File: src/pkg/gpio_port_regs.vh
// Register offsets, field positions, reset values and bus codes of the GPIO port.
// Included by the port and its bench; holds definitions only.
`ifndef GPIO_PORT_REGS_VH
`define GPIO_PORT_REGS_VH

// ==========================================================================
// Byte offsets on the AXI4-Lite bus
`define GPIO_OFF_OUTPUT     5'h00
`define GPIO_OFF_DIRECTION  5'h04
`define GPIO_OFF_INPUT      5'h08
`define GPIO_OFF_CONTROL    5'h0c
`define GPIO_OFF_OUT_SET    5'h10
`define GPIO_OFF_OUT_CLR    5'h14
`define GPIO_OFF_DIR_SET    5'h18
`define GPIO_OFF_DIR_CLR    5'h1c

// ==========================================================================
// Fields
`define GPIO_PUD_BIT        6

// ==========================================================================
// Reset values
`define GPIO_RST_PIN_BIT    1'b0
`define GPIO_RST_PUD        1'b0
`define GPIO_RST_OE_N       1'b1

// ==========================================================================
// Bus response codes
`define GPIO_RESP_OKAY      2'b00
`define GPIO_RESP_SLVERR    2'b10

// ==========================================================================
// Timing: the input path delays by one clock period for software-set levels
`define GPIO_SYNC_PERIOD_NS 10

`endif

File: src/hw/general_digital_io_port_tail.v
`timescale 1ns/1ps
`default_nettype none
`default_nettype wire

File: src/hw/pin_input_sync.v
// Two-stage pin input synchronizer: falling-edge capture, rising-edge register.
// Assumes the raw pin bus is asynchronous to clk.
`timescale 1ns/1ps
`default_nettype none

module pin_input_sync #(
	parameter WIDTH = 8
) (
	input  wire             clk,
	input  wire             rst,
	input  wire [WIDTH-1:0] pinRaw,
	output reg  [WIDTH-1:0] pinSync_reg
);

	reg [WIDTH-1:0] capture_reg;

	// ======================================================================
	// Capture stage closes when the clock falls, like a high-transparent latch
	always @(negedge clk or posedge rst) begin
		if (rst) begin
			capture_reg <= {WIDTH{1'b0}};
		end else begin
			capture_reg <= pinRaw;
		end
	end

	// ======================================================================
	// Output stage on the next rising edge
	always @(posedge clk or posedge rst) begin
		if (rst) begin
			pinSync_reg <= {WIDTH{1'b0}};
		end else begin
			pinSync_reg <= capture_reg;
		end
	end

endmodule // pin_input_sync

`default_nettype wire

File: src/hw/general_digital_io_port.v
// General-purpose bidirectional I/O port with an AXI4-Lite register slave.
// Assumes the pad ring resolves pinOut, pinOutEnN and pinPullup to the wire,
// and that the sleep controller and interrupt controller share ref_clk.
//
// Local design decisions: the AXI4-Lite register port and the register addresses.
`timescale 1ns/1ps
`default_nettype none
`include "gpio_port_regs.vh"

module general_digital_io_port #(
	parameter WIDTH      = 8,
	parameter ADDR_WIDTH = 5
) (
	input  wire                  ref_clk,
	input  wire                  sys_rst,
	// AXI4-Lite slave
	input  wire [ADDR_WIDTH-1:0] s_axi_awaddr,
	input  wire                  s_axi_awvalid,
	output reg                   s_axi_awready,
	input  wire [31:0]           s_axi_wdata,
	input  wire [3:0]            s_axi_wstrb,
	input  wire                  s_axi_wvalid,
	output reg                   s_axi_wready,
	output reg  [1:0]            s_axi_bresp,
	output reg                   s_axi_bvalid,
	input  wire                  s_axi_bready,
	input  wire [ADDR_WIDTH-1:0] s_axi_araddr,
	input  wire                  s_axi_arvalid,
	output reg                   s_axi_arready,
	output reg  [31:0]           s_axi_rdata,
	output reg  [1:0]            s_axi_rresp,
	output reg                   s_axi_rvalid,
	input  wire                  s_axi_rready,
	// Sleep and interrupt controllers
	input  wire                  sleepClamp,
	input  wire [WIDTH-1:0]      extIntEnable,
	// Pads
	input  wire [WIDTH-1:0]      pinIn,
	output reg  [WIDTH-1:0]      pinOut,
	output reg  [WIDTH-1:0]      pinOutEnN,
	output reg  [WIDTH-1:0]      pinPullup,
	output wire [WIDTH-1:0]      pinSyncIn
);

	// ======================================================================
	// Helpers
	function [WIDTH-1:0] laneMask;
		input [3:0] strb;
		integer i;
		begin
			for (i = 0; i < WIDTH; i = i + 1) begin
				laneMask[i] = strb[(i / 8) % 4];
			end
		end
	endfunction

	function [31:0] widen;
		input [WIDTH-1:0] value;
		begin
			widen = 32'h00000000;
			widen[WIDTH-1:0] = value;
		end
	endfunction

	function isMapped;
		input [ADDR_WIDTH-1:0] addr;
		begin
			if (addr == `GPIO_OFF_OUTPUT) begin
				isMapped = 1'b1;
			end else if (addr == `GPIO_OFF_DIRECTION) begin
				isMapped = 1'b1;
			end else if (addr == `GPIO_OFF_INPUT) begin
				isMapped = 1'b1;
			end else if (addr == `GPIO_OFF_CONTROL) begin
				isMapped = 1'b1;
			end else if (addr == `GPIO_OFF_OUT_SET) begin
				isMapped = 1'b1;
			end else if (addr == `GPIO_OFF_OUT_CLR) begin
				isMapped = 1'b1;
			end else if (addr == `GPIO_OFF_DIR_SET) begin
				isMapped = 1'b1;
			end else if (addr == `GPIO_OFF_DIR_CLR) begin
				isMapped = 1'b1;
			end else begin
				isMapped = 1'b0;
			end
		end
	endfunction

	// ======================================================================
	// State
	reg  [WIDTH-1:0]      port_output_reg;
	reg  [WIDTH-1:0]      port_output_next;
	reg  [WIDTH-1:0]      port_direction_reg;
	reg  [WIDTH-1:0]      port_direction_next;
	reg                   global_pullup_disable_reg;
	reg                   global_pullup_disable_next;

	reg                   awHeld_reg;
	reg  [ADDR_WIDTH-1:0] awAddr_reg;
	reg                   wHeld_reg;
	reg  [31:0]           wData_reg;
	reg  [3:0]            wStrb_reg;

	wire                  awTake;
	wire                  wTake;
	wire                  arTake;
	wire                  awHave;
	wire                  wHave;
	wire                  doWrite;
	wire [ADDR_WIDTH-1:0] wrAddr;
	wire [31:0]           wrData;
	wire [WIDTH-1:0]      wrMask;
	wire [WIDTH-1:0]      wrBits;
	wire                  bValidNext;
	wire                  rValidNext;
	wire [WIDTH-1:0]      clampedPin;
	reg  [31:0]           readValue;

	// ======================================================================
	// Input path: clamp ahead of the synchronizer, then two stages
	// Interrupt-enabled pins bypass the clamp; others read low in deep sleep
	assign clampedPin = pinIn & ~({WIDTH{sleepClamp}} & ~extIntEnable);

	pin_input_sync #(
		.WIDTH       (WIDTH)
	) inputSync (
		.clk         (ref_clk),
		.rst         (sys_rst),
		.pinRaw      (clampedPin),
		.pinSync_reg (pinSyncIn)
	);
	// The clamp forces only pins outside extIntEnable low, so the interrupt edge detector
	// on pinSyncIn sees no change on enabled pins at sleep entry and exit.

	// ======================================================================
	// Write channel handshake
	assign awTake  = s_axi_awvalid & s_axi_awready;
	assign wTake   = s_axi_wvalid & s_axi_wready;
	assign awHave  = awHeld_reg | awTake;
	assign wHave   = wHeld_reg | wTake;
	assign doWrite = awHave & wHave & ~s_axi_bvalid;
	assign wrAddr  = awTake ? s_axi_awaddr : awAddr_reg;
	assign wrData  = wTake ? s_axi_wdata : wData_reg;
	assign wrMask  = laneMask(wTake ? s_axi_wstrb : wStrb_reg);
	assign wrBits  = wrData[WIDTH-1:0] & wrMask;

	assign bValidNext = doWrite | (s_axi_bvalid & ~s_axi_bready);

	// ======================================================================
	// Register updates
	always @* begin
		port_output_next           = port_output_reg;
		port_direction_next        = port_direction_reg;
		global_pullup_disable_next = global_pullup_disable_reg;
		if (doWrite) begin
			if (wrAddr == `GPIO_OFF_OUTPUT) begin
				port_output_next = (port_output_reg & ~wrMask) | wrBits;
			end else if (wrAddr == `GPIO_OFF_DIRECTION) begin
				port_direction_next = (port_direction_reg & ~wrMask) | wrBits;
			end else if (wrAddr == `GPIO_OFF_INPUT) begin
				port_output_next = port_output_reg ^ wrBits;
			end else if (wrAddr == `GPIO_OFF_CONTROL) begin
				if (wTake ? s_axi_wstrb[0] : wStrb_reg[0]) begin
					global_pullup_disable_next = wrData[`GPIO_PUD_BIT];
				end
			end else if (wrAddr == `GPIO_OFF_OUT_SET) begin
				port_output_next = port_output_reg | wrBits;
			end else if (wrAddr == `GPIO_OFF_OUT_CLR) begin
				port_output_next = port_output_reg & ~wrBits;
			end else if (wrAddr == `GPIO_OFF_DIR_SET) begin
				port_direction_next = port_direction_reg | wrBits;
			end else if (wrAddr == `GPIO_OFF_DIR_CLR) begin
				port_direction_next = port_direction_reg & ~wrBits;
			end
		end
	end

	always @(posedge ref_clk or posedge sys_rst) begin
		if (sys_rst) begin
			port_output_reg           <= {WIDTH{`GPIO_RST_PIN_BIT}};
			port_direction_reg        <= {WIDTH{`GPIO_RST_PIN_BIT}};
			global_pullup_disable_reg <= `GPIO_RST_PUD;
		end else begin
			port_output_reg           <= port_output_next;
			port_direction_reg        <= port_direction_next;
			global_pullup_disable_reg <= global_pullup_disable_next;
		end
	end

	// ======================================================================
	// Pad controls, registered from the next register values so the pads
	// follow a write at the same edge that stores it
	// Each pin is computed bitwise, so no pin depends on another
	always @(posedge ref_clk or posedge sys_rst) begin
		if (sys_rst) begin
			pinOutEnN <= {WIDTH{`GPIO_RST_OE_N}};
			pinOut    <= {WIDTH{`GPIO_RST_PIN_BIT}};
			pinPullup <= {WIDTH{`GPIO_RST_PIN_BIT}};
		end else begin
			pinOutEnN <= ~port_direction_next;
			pinOut    <= port_output_next & port_direction_next;
			pinPullup <= ~port_direction_next & port_output_next
				& {WIDTH{~global_pullup_disable_next}};
		end
	end

	// ======================================================================
	// Write address and data holding
	always @(posedge ref_clk or posedge sys_rst) begin
		if (sys_rst) begin
			awHeld_reg    <= 1'b0;
			awAddr_reg    <= {ADDR_WIDTH{1'b0}};
			wHeld_reg     <= 1'b0;
			wData_reg     <= 32'h00000000;
			wStrb_reg     <= 4'h0;
			s_axi_awready <= 1'b0;
			s_axi_wready  <= 1'b0;
			s_axi_bvalid  <= 1'b0;
			s_axi_bresp   <= `GPIO_RESP_OKAY;
		end else begin
			awHeld_reg    <= awHave & ~doWrite;
			wHeld_reg     <= wHave & ~doWrite;
			if (awTake) begin
				awAddr_reg <= s_axi_awaddr;
			end
			if (wTake) begin
				wData_reg <= s_axi_wdata;
				wStrb_reg <= s_axi_wstrb;
			end
			s_axi_awready <= ~(awHave & ~doWrite) & ~bValidNext;
			s_axi_wready  <= ~(wHave & ~doWrite) & ~bValidNext;
			s_axi_bvalid  <= bValidNext;
			if (doWrite) begin
				s_axi_bresp <= isMapped(wrAddr) ? `GPIO_RESP_OKAY : `GPIO_RESP_SLVERR;
			end
		end
	end

	// ======================================================================
	// Read channel
	assign arTake     = s_axi_arvalid & s_axi_arready;
	assign rValidNext = arTake | (s_axi_rvalid & ~s_axi_rready);

	always @* begin
		readValue = 32'h00000000;
		if (s_axi_araddr == `GPIO_OFF_OUTPUT) begin
			readValue = widen(port_output_reg);
		end else if (s_axi_araddr == `GPIO_OFF_DIRECTION) begin
			readValue = widen(port_direction_reg);
		end else if (s_axi_araddr == `GPIO_OFF_INPUT) begin
			readValue = widen(pinSyncIn);
		end else if (s_axi_araddr == `GPIO_OFF_CONTROL) begin
			readValue[`GPIO_PUD_BIT] = global_pullup_disable_reg;
		end else if (s_axi_araddr == `GPIO_OFF_OUT_SET) begin
			readValue = widen(port_output_reg);
		end else if (s_axi_araddr == `GPIO_OFF_OUT_CLR) begin
			readValue = widen(port_output_reg);
		end else if (s_axi_araddr == `GPIO_OFF_DIR_SET) begin
			readValue = widen(port_direction_reg);
		end else if (s_axi_araddr == `GPIO_OFF_DIR_CLR) begin
			readValue = widen(port_direction_reg);
		end
	end

	always @(posedge ref_clk or posedge sys_rst) begin
		if (sys_rst) begin
			s_axi_arready <= 1'b0;
			s_axi_rvalid  <= 1'b0;
			s_axi_rdata   <= 32'h00000000;
			s_axi_rresp   <= `GPIO_RESP_OKAY;
		end else begin
			s_axi_arready <= ~rValidNext;
			s_axi_rvalid  <= rValidNext;
			if (arTake) begin
				s_axi_rdata <= readValue;
				s_axi_rresp <= isMapped(s_axi_araddr) ? `GPIO_RESP_OKAY : `GPIO_RESP_SLVERR;
			end
		end
	end

endmodule // general_digital_io_port

`default_nettype wire

File: config.mk
export PLATFORM = sky130hd
export DESIGN_NAME = general_digital_io_port
export DESIGN_NICKNAME = d
export VERILOG_FILES = /design/src/hw/general_digital_io_port_tail.v /design/src/hw/pin_input_sync.v /design/src/hw/general_digital_io_port.v
export VERILOG_INCLUDE_DIRS = /design/src /design/src/pkg
export SDC_FILE = /design/constraint.sdc
export NUM_CORES = 1
export LEC_CHECK = 0
export ABC_CLOCK_PERIOD_IN_PS = 4000
export CAP_MARGIN = 20
export CELL_PAD_IN_SITES_DETAIL_PLACEMENT = 1
export CELL_PAD_IN_SITES_GLOBAL_PLACEMENT = 1
export CORE_ASPECT_RATIO = 1.4
export CORE_MARGIN = 2
export CORE_UTILIZATION = 53
export CTS_BUF_LIST = sky130_fd_sc_hd__clkbuf_4
export DETAILED_ROUTE_END_ITERATION = 10
export DONT_BUFFER_PORTS = 1
export HOLD_SLACK_MARGIN = 0.03
export PLACE_DENSITY = 0.85
export SLEW_MARGIN = 20
export SYNTH_ARGS = -nofsm -noshare
export SYNTH_HDL_FRONTEND = slang
export SYNTH_SLANG_ARGS = --single-unit
File: constraint.sdc
create_clock -name ref_clk -period 4 [get_ports ref_clk]
set_input_delay 0.2 -clock ref_clk [delete_from_list [all_inputs] [get_ports ref_clk]]
set_output_delay 0.2 -clock ref_clk [all_outputs]
set_load 0.02 [all_outputs]
## Word level (Yosys, flattened, before mapping)

Cells that the tools add are included.

- Equal/unequal tests: 14
- Mux-type cells: 56
- Bitwise operators: 44
- Reduce and logical (&&, ||, !) cells: 2

Operators with widths:

| cell | number |
|---|---|
| $mux 8 | 21 |
| $mux 32 | 3 |
| $and 8x8->8 | 10 |
| $eq 5x5->1 const B | 8 |
| $not 8->8 | 5 |
| $or 8x8->8 | 4 |
| $mux 1 | 27 |
| $mux 25 | 1 |
| $eq 5x4->1 const B | 4 |
| $and 1x1->1 | 11 |
| $eq 5x3->1 const B | 2 |
| $logic_not 5->1 | 2 |
| $not 1->1 | 9 |
| $xor 8x8->8 | 1 |
| $mux 6 | 1 |
| $mux 5 | 1 |
| $mux 2 | 2 |
| $or 1x1->1 | 4 |

- Bits in registers: 114
- Output and inout bits: 73
- Word-level logic and storage cells: 137

## Depth between registers and ports, before layout

- Depth in word-level cells: 17
- Gate-level depth with buffers: 12

## Hierarchy

From an unflattened synthesis, not the netlist that was laid out.

- Cells, all modules: 508
- Area, all modules: 4901.0 sq um

By module, submodules not included:

| module | times used | cells an instance | area each (sq um) |
|---|---|---|---|
| general_digital_io_port | 1 | 491 | 4496.8 |
| pin_input_sync | 1 | 17 | 404.1 |

==> run metrics <==
outcome complete, no violations; Max-slew headroom 0.281; DR vias about 3.8k; Clock Sinks slightly below 90; number of synthesized flops with an enable pin 0; Inserted Clock Buffers 9; DP Area 4700 µm²; maximum VDD drop ~0.42 mV; global-route wire length before repair a little over 20000 µm; CORE AREA a little under 9000 µm²; Die Area 9740 µm²; Initial Util 0.548; CTS tree yes; detailed placer's ending HPWL ~9700 µm; Max Slew Vio Count 0; final critical-path share of the clock period 0.808; Power Density around 760 nW/µm²; Area Overhead vs Synth 6.48%; Setup Crit Path Kind reg -> reg; Rows 40; Cell Count, Final, Fillers Out a little over 600; root buffer cell clkbuf_4; drt initial violations approximately 170; sw frac 0.481; Worst Path Arrival around 3.6 ns; Worst setup EP type register; Tmin final approximately 3.2 ns; Final nets around 600; Die X-Extent roughly 84 µm; Flop pwr share 0.436; share of cells above drive strength 1 0.121; Routed WL around 13000 µm; Finished Cell Area 5060 µm²; syn_area_per_cell about 9.8 µm²; Tot GR Track Use 0.276; wire per inst 21.4 µm; initial antenna violation count 0; Leakage between 0.002 and 0.0025 µW; depth of the CTS H-tree 3; Setup Skew approximately 0.051 ns; post-synthesis cell type count 73; remaining antenna violation count after routing 0; max_cap viols 0; Remaining Overflow, GRT 0; First-pass DRT Iterations 5; CP required between 4 and 5 ns; dpl cells ~570; Worst-Skew Late Latency 0.46 ns; pin slew with the least headroom to its limit around 1.1 ns; sequential element share of the synthesized area 0.466; port bufs 0; CTS Buffer Depth 2; synth cell count leaders dfrtp_1 (72), nand2_1 (48), o21ai_0 (47); switching power ~1800 µW; Synth Flop Type dfrtp_1; vias in the first global route 4139; mapped cell area around 4700 µm²; unrepaired setup endpoints after global routing no; Worst setup SP type register; largest net degree at the start of global routing 48; Fin Setup TNS 0 ns; Post-CTS Resized 0; Antenna Cells 0; ranking of synthesized cells by area dfrtp_1 (38%), o21ai_0 (5.0%), buf_4 (4.9%); asr flop ratio synth 1.00; Setup violations, final 0; Int Pwr around 2000 µW; clk slew on worst S/H paths about 0.14 ns; synthesized instance count between 400 and 500; cell taking the most area after synthesis dfrtp_1; Ports 143; Clock power frac 0.133; most common cell in the netlist dfrtp_1; Hold Violations, Final 0; Combinational Power Share 0.431; Hold Path Class in -> reg; routability cong. roughly 0.88; Yosys top cell area share 0.379; die height between 100 and 150 µm; DR vias/cell around 6.2; DRC 0; # fillers a little under 1k; Fmax 309 MHz; Yosys reg bits 88; Ys Warns 0; peak fanout along the critical path 20
[power by group through the flow]
stage,Sequential [µW],Combinational [µW],Clock (µW)
floorplan,1540,1260,0
global placement,1660,1490,0
detailed placement,1680,1580,0
CTS,1660,1620,518
global route,1700,1810,551
finish,1660,1650,507
[area by class of cell]
| cell class | count | area (µm²) | area share |
|---|---|---|---|
| Clock inverter | 7 | 71.3 | 0.0141 |
| Tap cell | 105 | 131 | 0.0260 |
| Clock buffer | 9 | 67.6 | 0.0134 |
| Timing Repair Buffer | 26 | 248 | 0.0490 |
| Inverter | 44 | 169 | 0.0334 |
| Multi-Input combinational cell | 331 | 2160 | 0.427 |
| Sequential cell | 88 | 2210 | 0.438 |
[worst max-delay path, stage by stage (launching register included)]
cell     delay [ns]
dfrtp_1        0.92
nand2_2        0.28
o31ai_4        0.64
nand4_1        0.53
o22ai_1        0.34
a31oi_1        0.15
and3b_1        0.27
[stage by stage]
| step | utilization | setup slack, ns | power, µW | hold slack, ns |
|---|---|---|---|---|
| detailed placement | 0.543 | 0.901 | 3260 | 0.0524 |
| global route | 0.584 | 0.564 | 4060 | 0.0609 |
| floorplan | - | 0.878 | 2800 | 0.297 |
| CTS | 0.583 | 0.841 | 3800 | 0.0385 |
| finish | 0.584 | 0.769 | 3820 | 0.0675 |
| global placement | 0.543 | 0.980 | 3150 | 0.0453 |
[layout by cell type (no fill, tap or decap), types with 5 or more instances in the layout]
cell type and n:
buf_4 5, a21oi_1 17, nand4_1 11, nor3_1 8
o22ai_1 7, nor2_1 12, o21ai_0 46, a211oi_1 5
dfrtp_1 72, dlygate4sd3_1 21, a21boi_0 8, nand2_1 48
clkbuf_4 9, conb_1 26, a222oi_1 7, a31oi_1 10
dfstp_2 8, nor3b_1 7, dfrtn_1 8, and2_1 7
nand3_1 8, and3b_1 5, a21o_1 5, inv_1 42
ha_1 16
[routing by layer]
metal	global-route usage	wire length, µm	part of all wire
met1	0.289	4770	0.37
met2	0.504	6940	0.53
met3	0.0634	842	0.065
met4	0.168	504	0.039
met5	0	0	0
[logic make-up (layout without fill, tap and decap cells)]
family                     after synthesis  after routing  synth area share
AOI/OAI and AO/OA                      147            147             0.218
adders and majority gates               16             16            0.0422
buffers and inverters                   89             86             0.101
DFF                                     88             88             0.466
muxes                                    5              5            0.0108
other                                    1             26          0.000790
and+or+nand+nor                        137            137             0.161
[path summary, 6_finish.rpt]
path / slack (ns) / depth (start not counted) / to / start
max in group asynchronous: 1.65 / 2 / inputSync.capture_reg[0] / sys_rst
min in group asynchronous: 0.16 / 2 / port_direction_reg[5] / sys_rst
max reg2reg: 0.77 / 6 / pinPullup[5] / s_axi_awready
max: 0.77 / 6 / pinPullup[5] / s_axi_awready
min: 0.07 / 4 / pinOut[7] / s_axi_wstrb[0]
min reg2reg: 0.45 / 1 / s_axi_awready / awHeld_reg
[what timing repair did]
| item | in CTS | in global routing |
|---|---|---|
| hold buffers | 21 | 0 |
| buffers inserted | 0 | 0 |
| hold endpoints to repair | 58 | 0 |
Note: power is estimated with default switching activity, not from simulation.
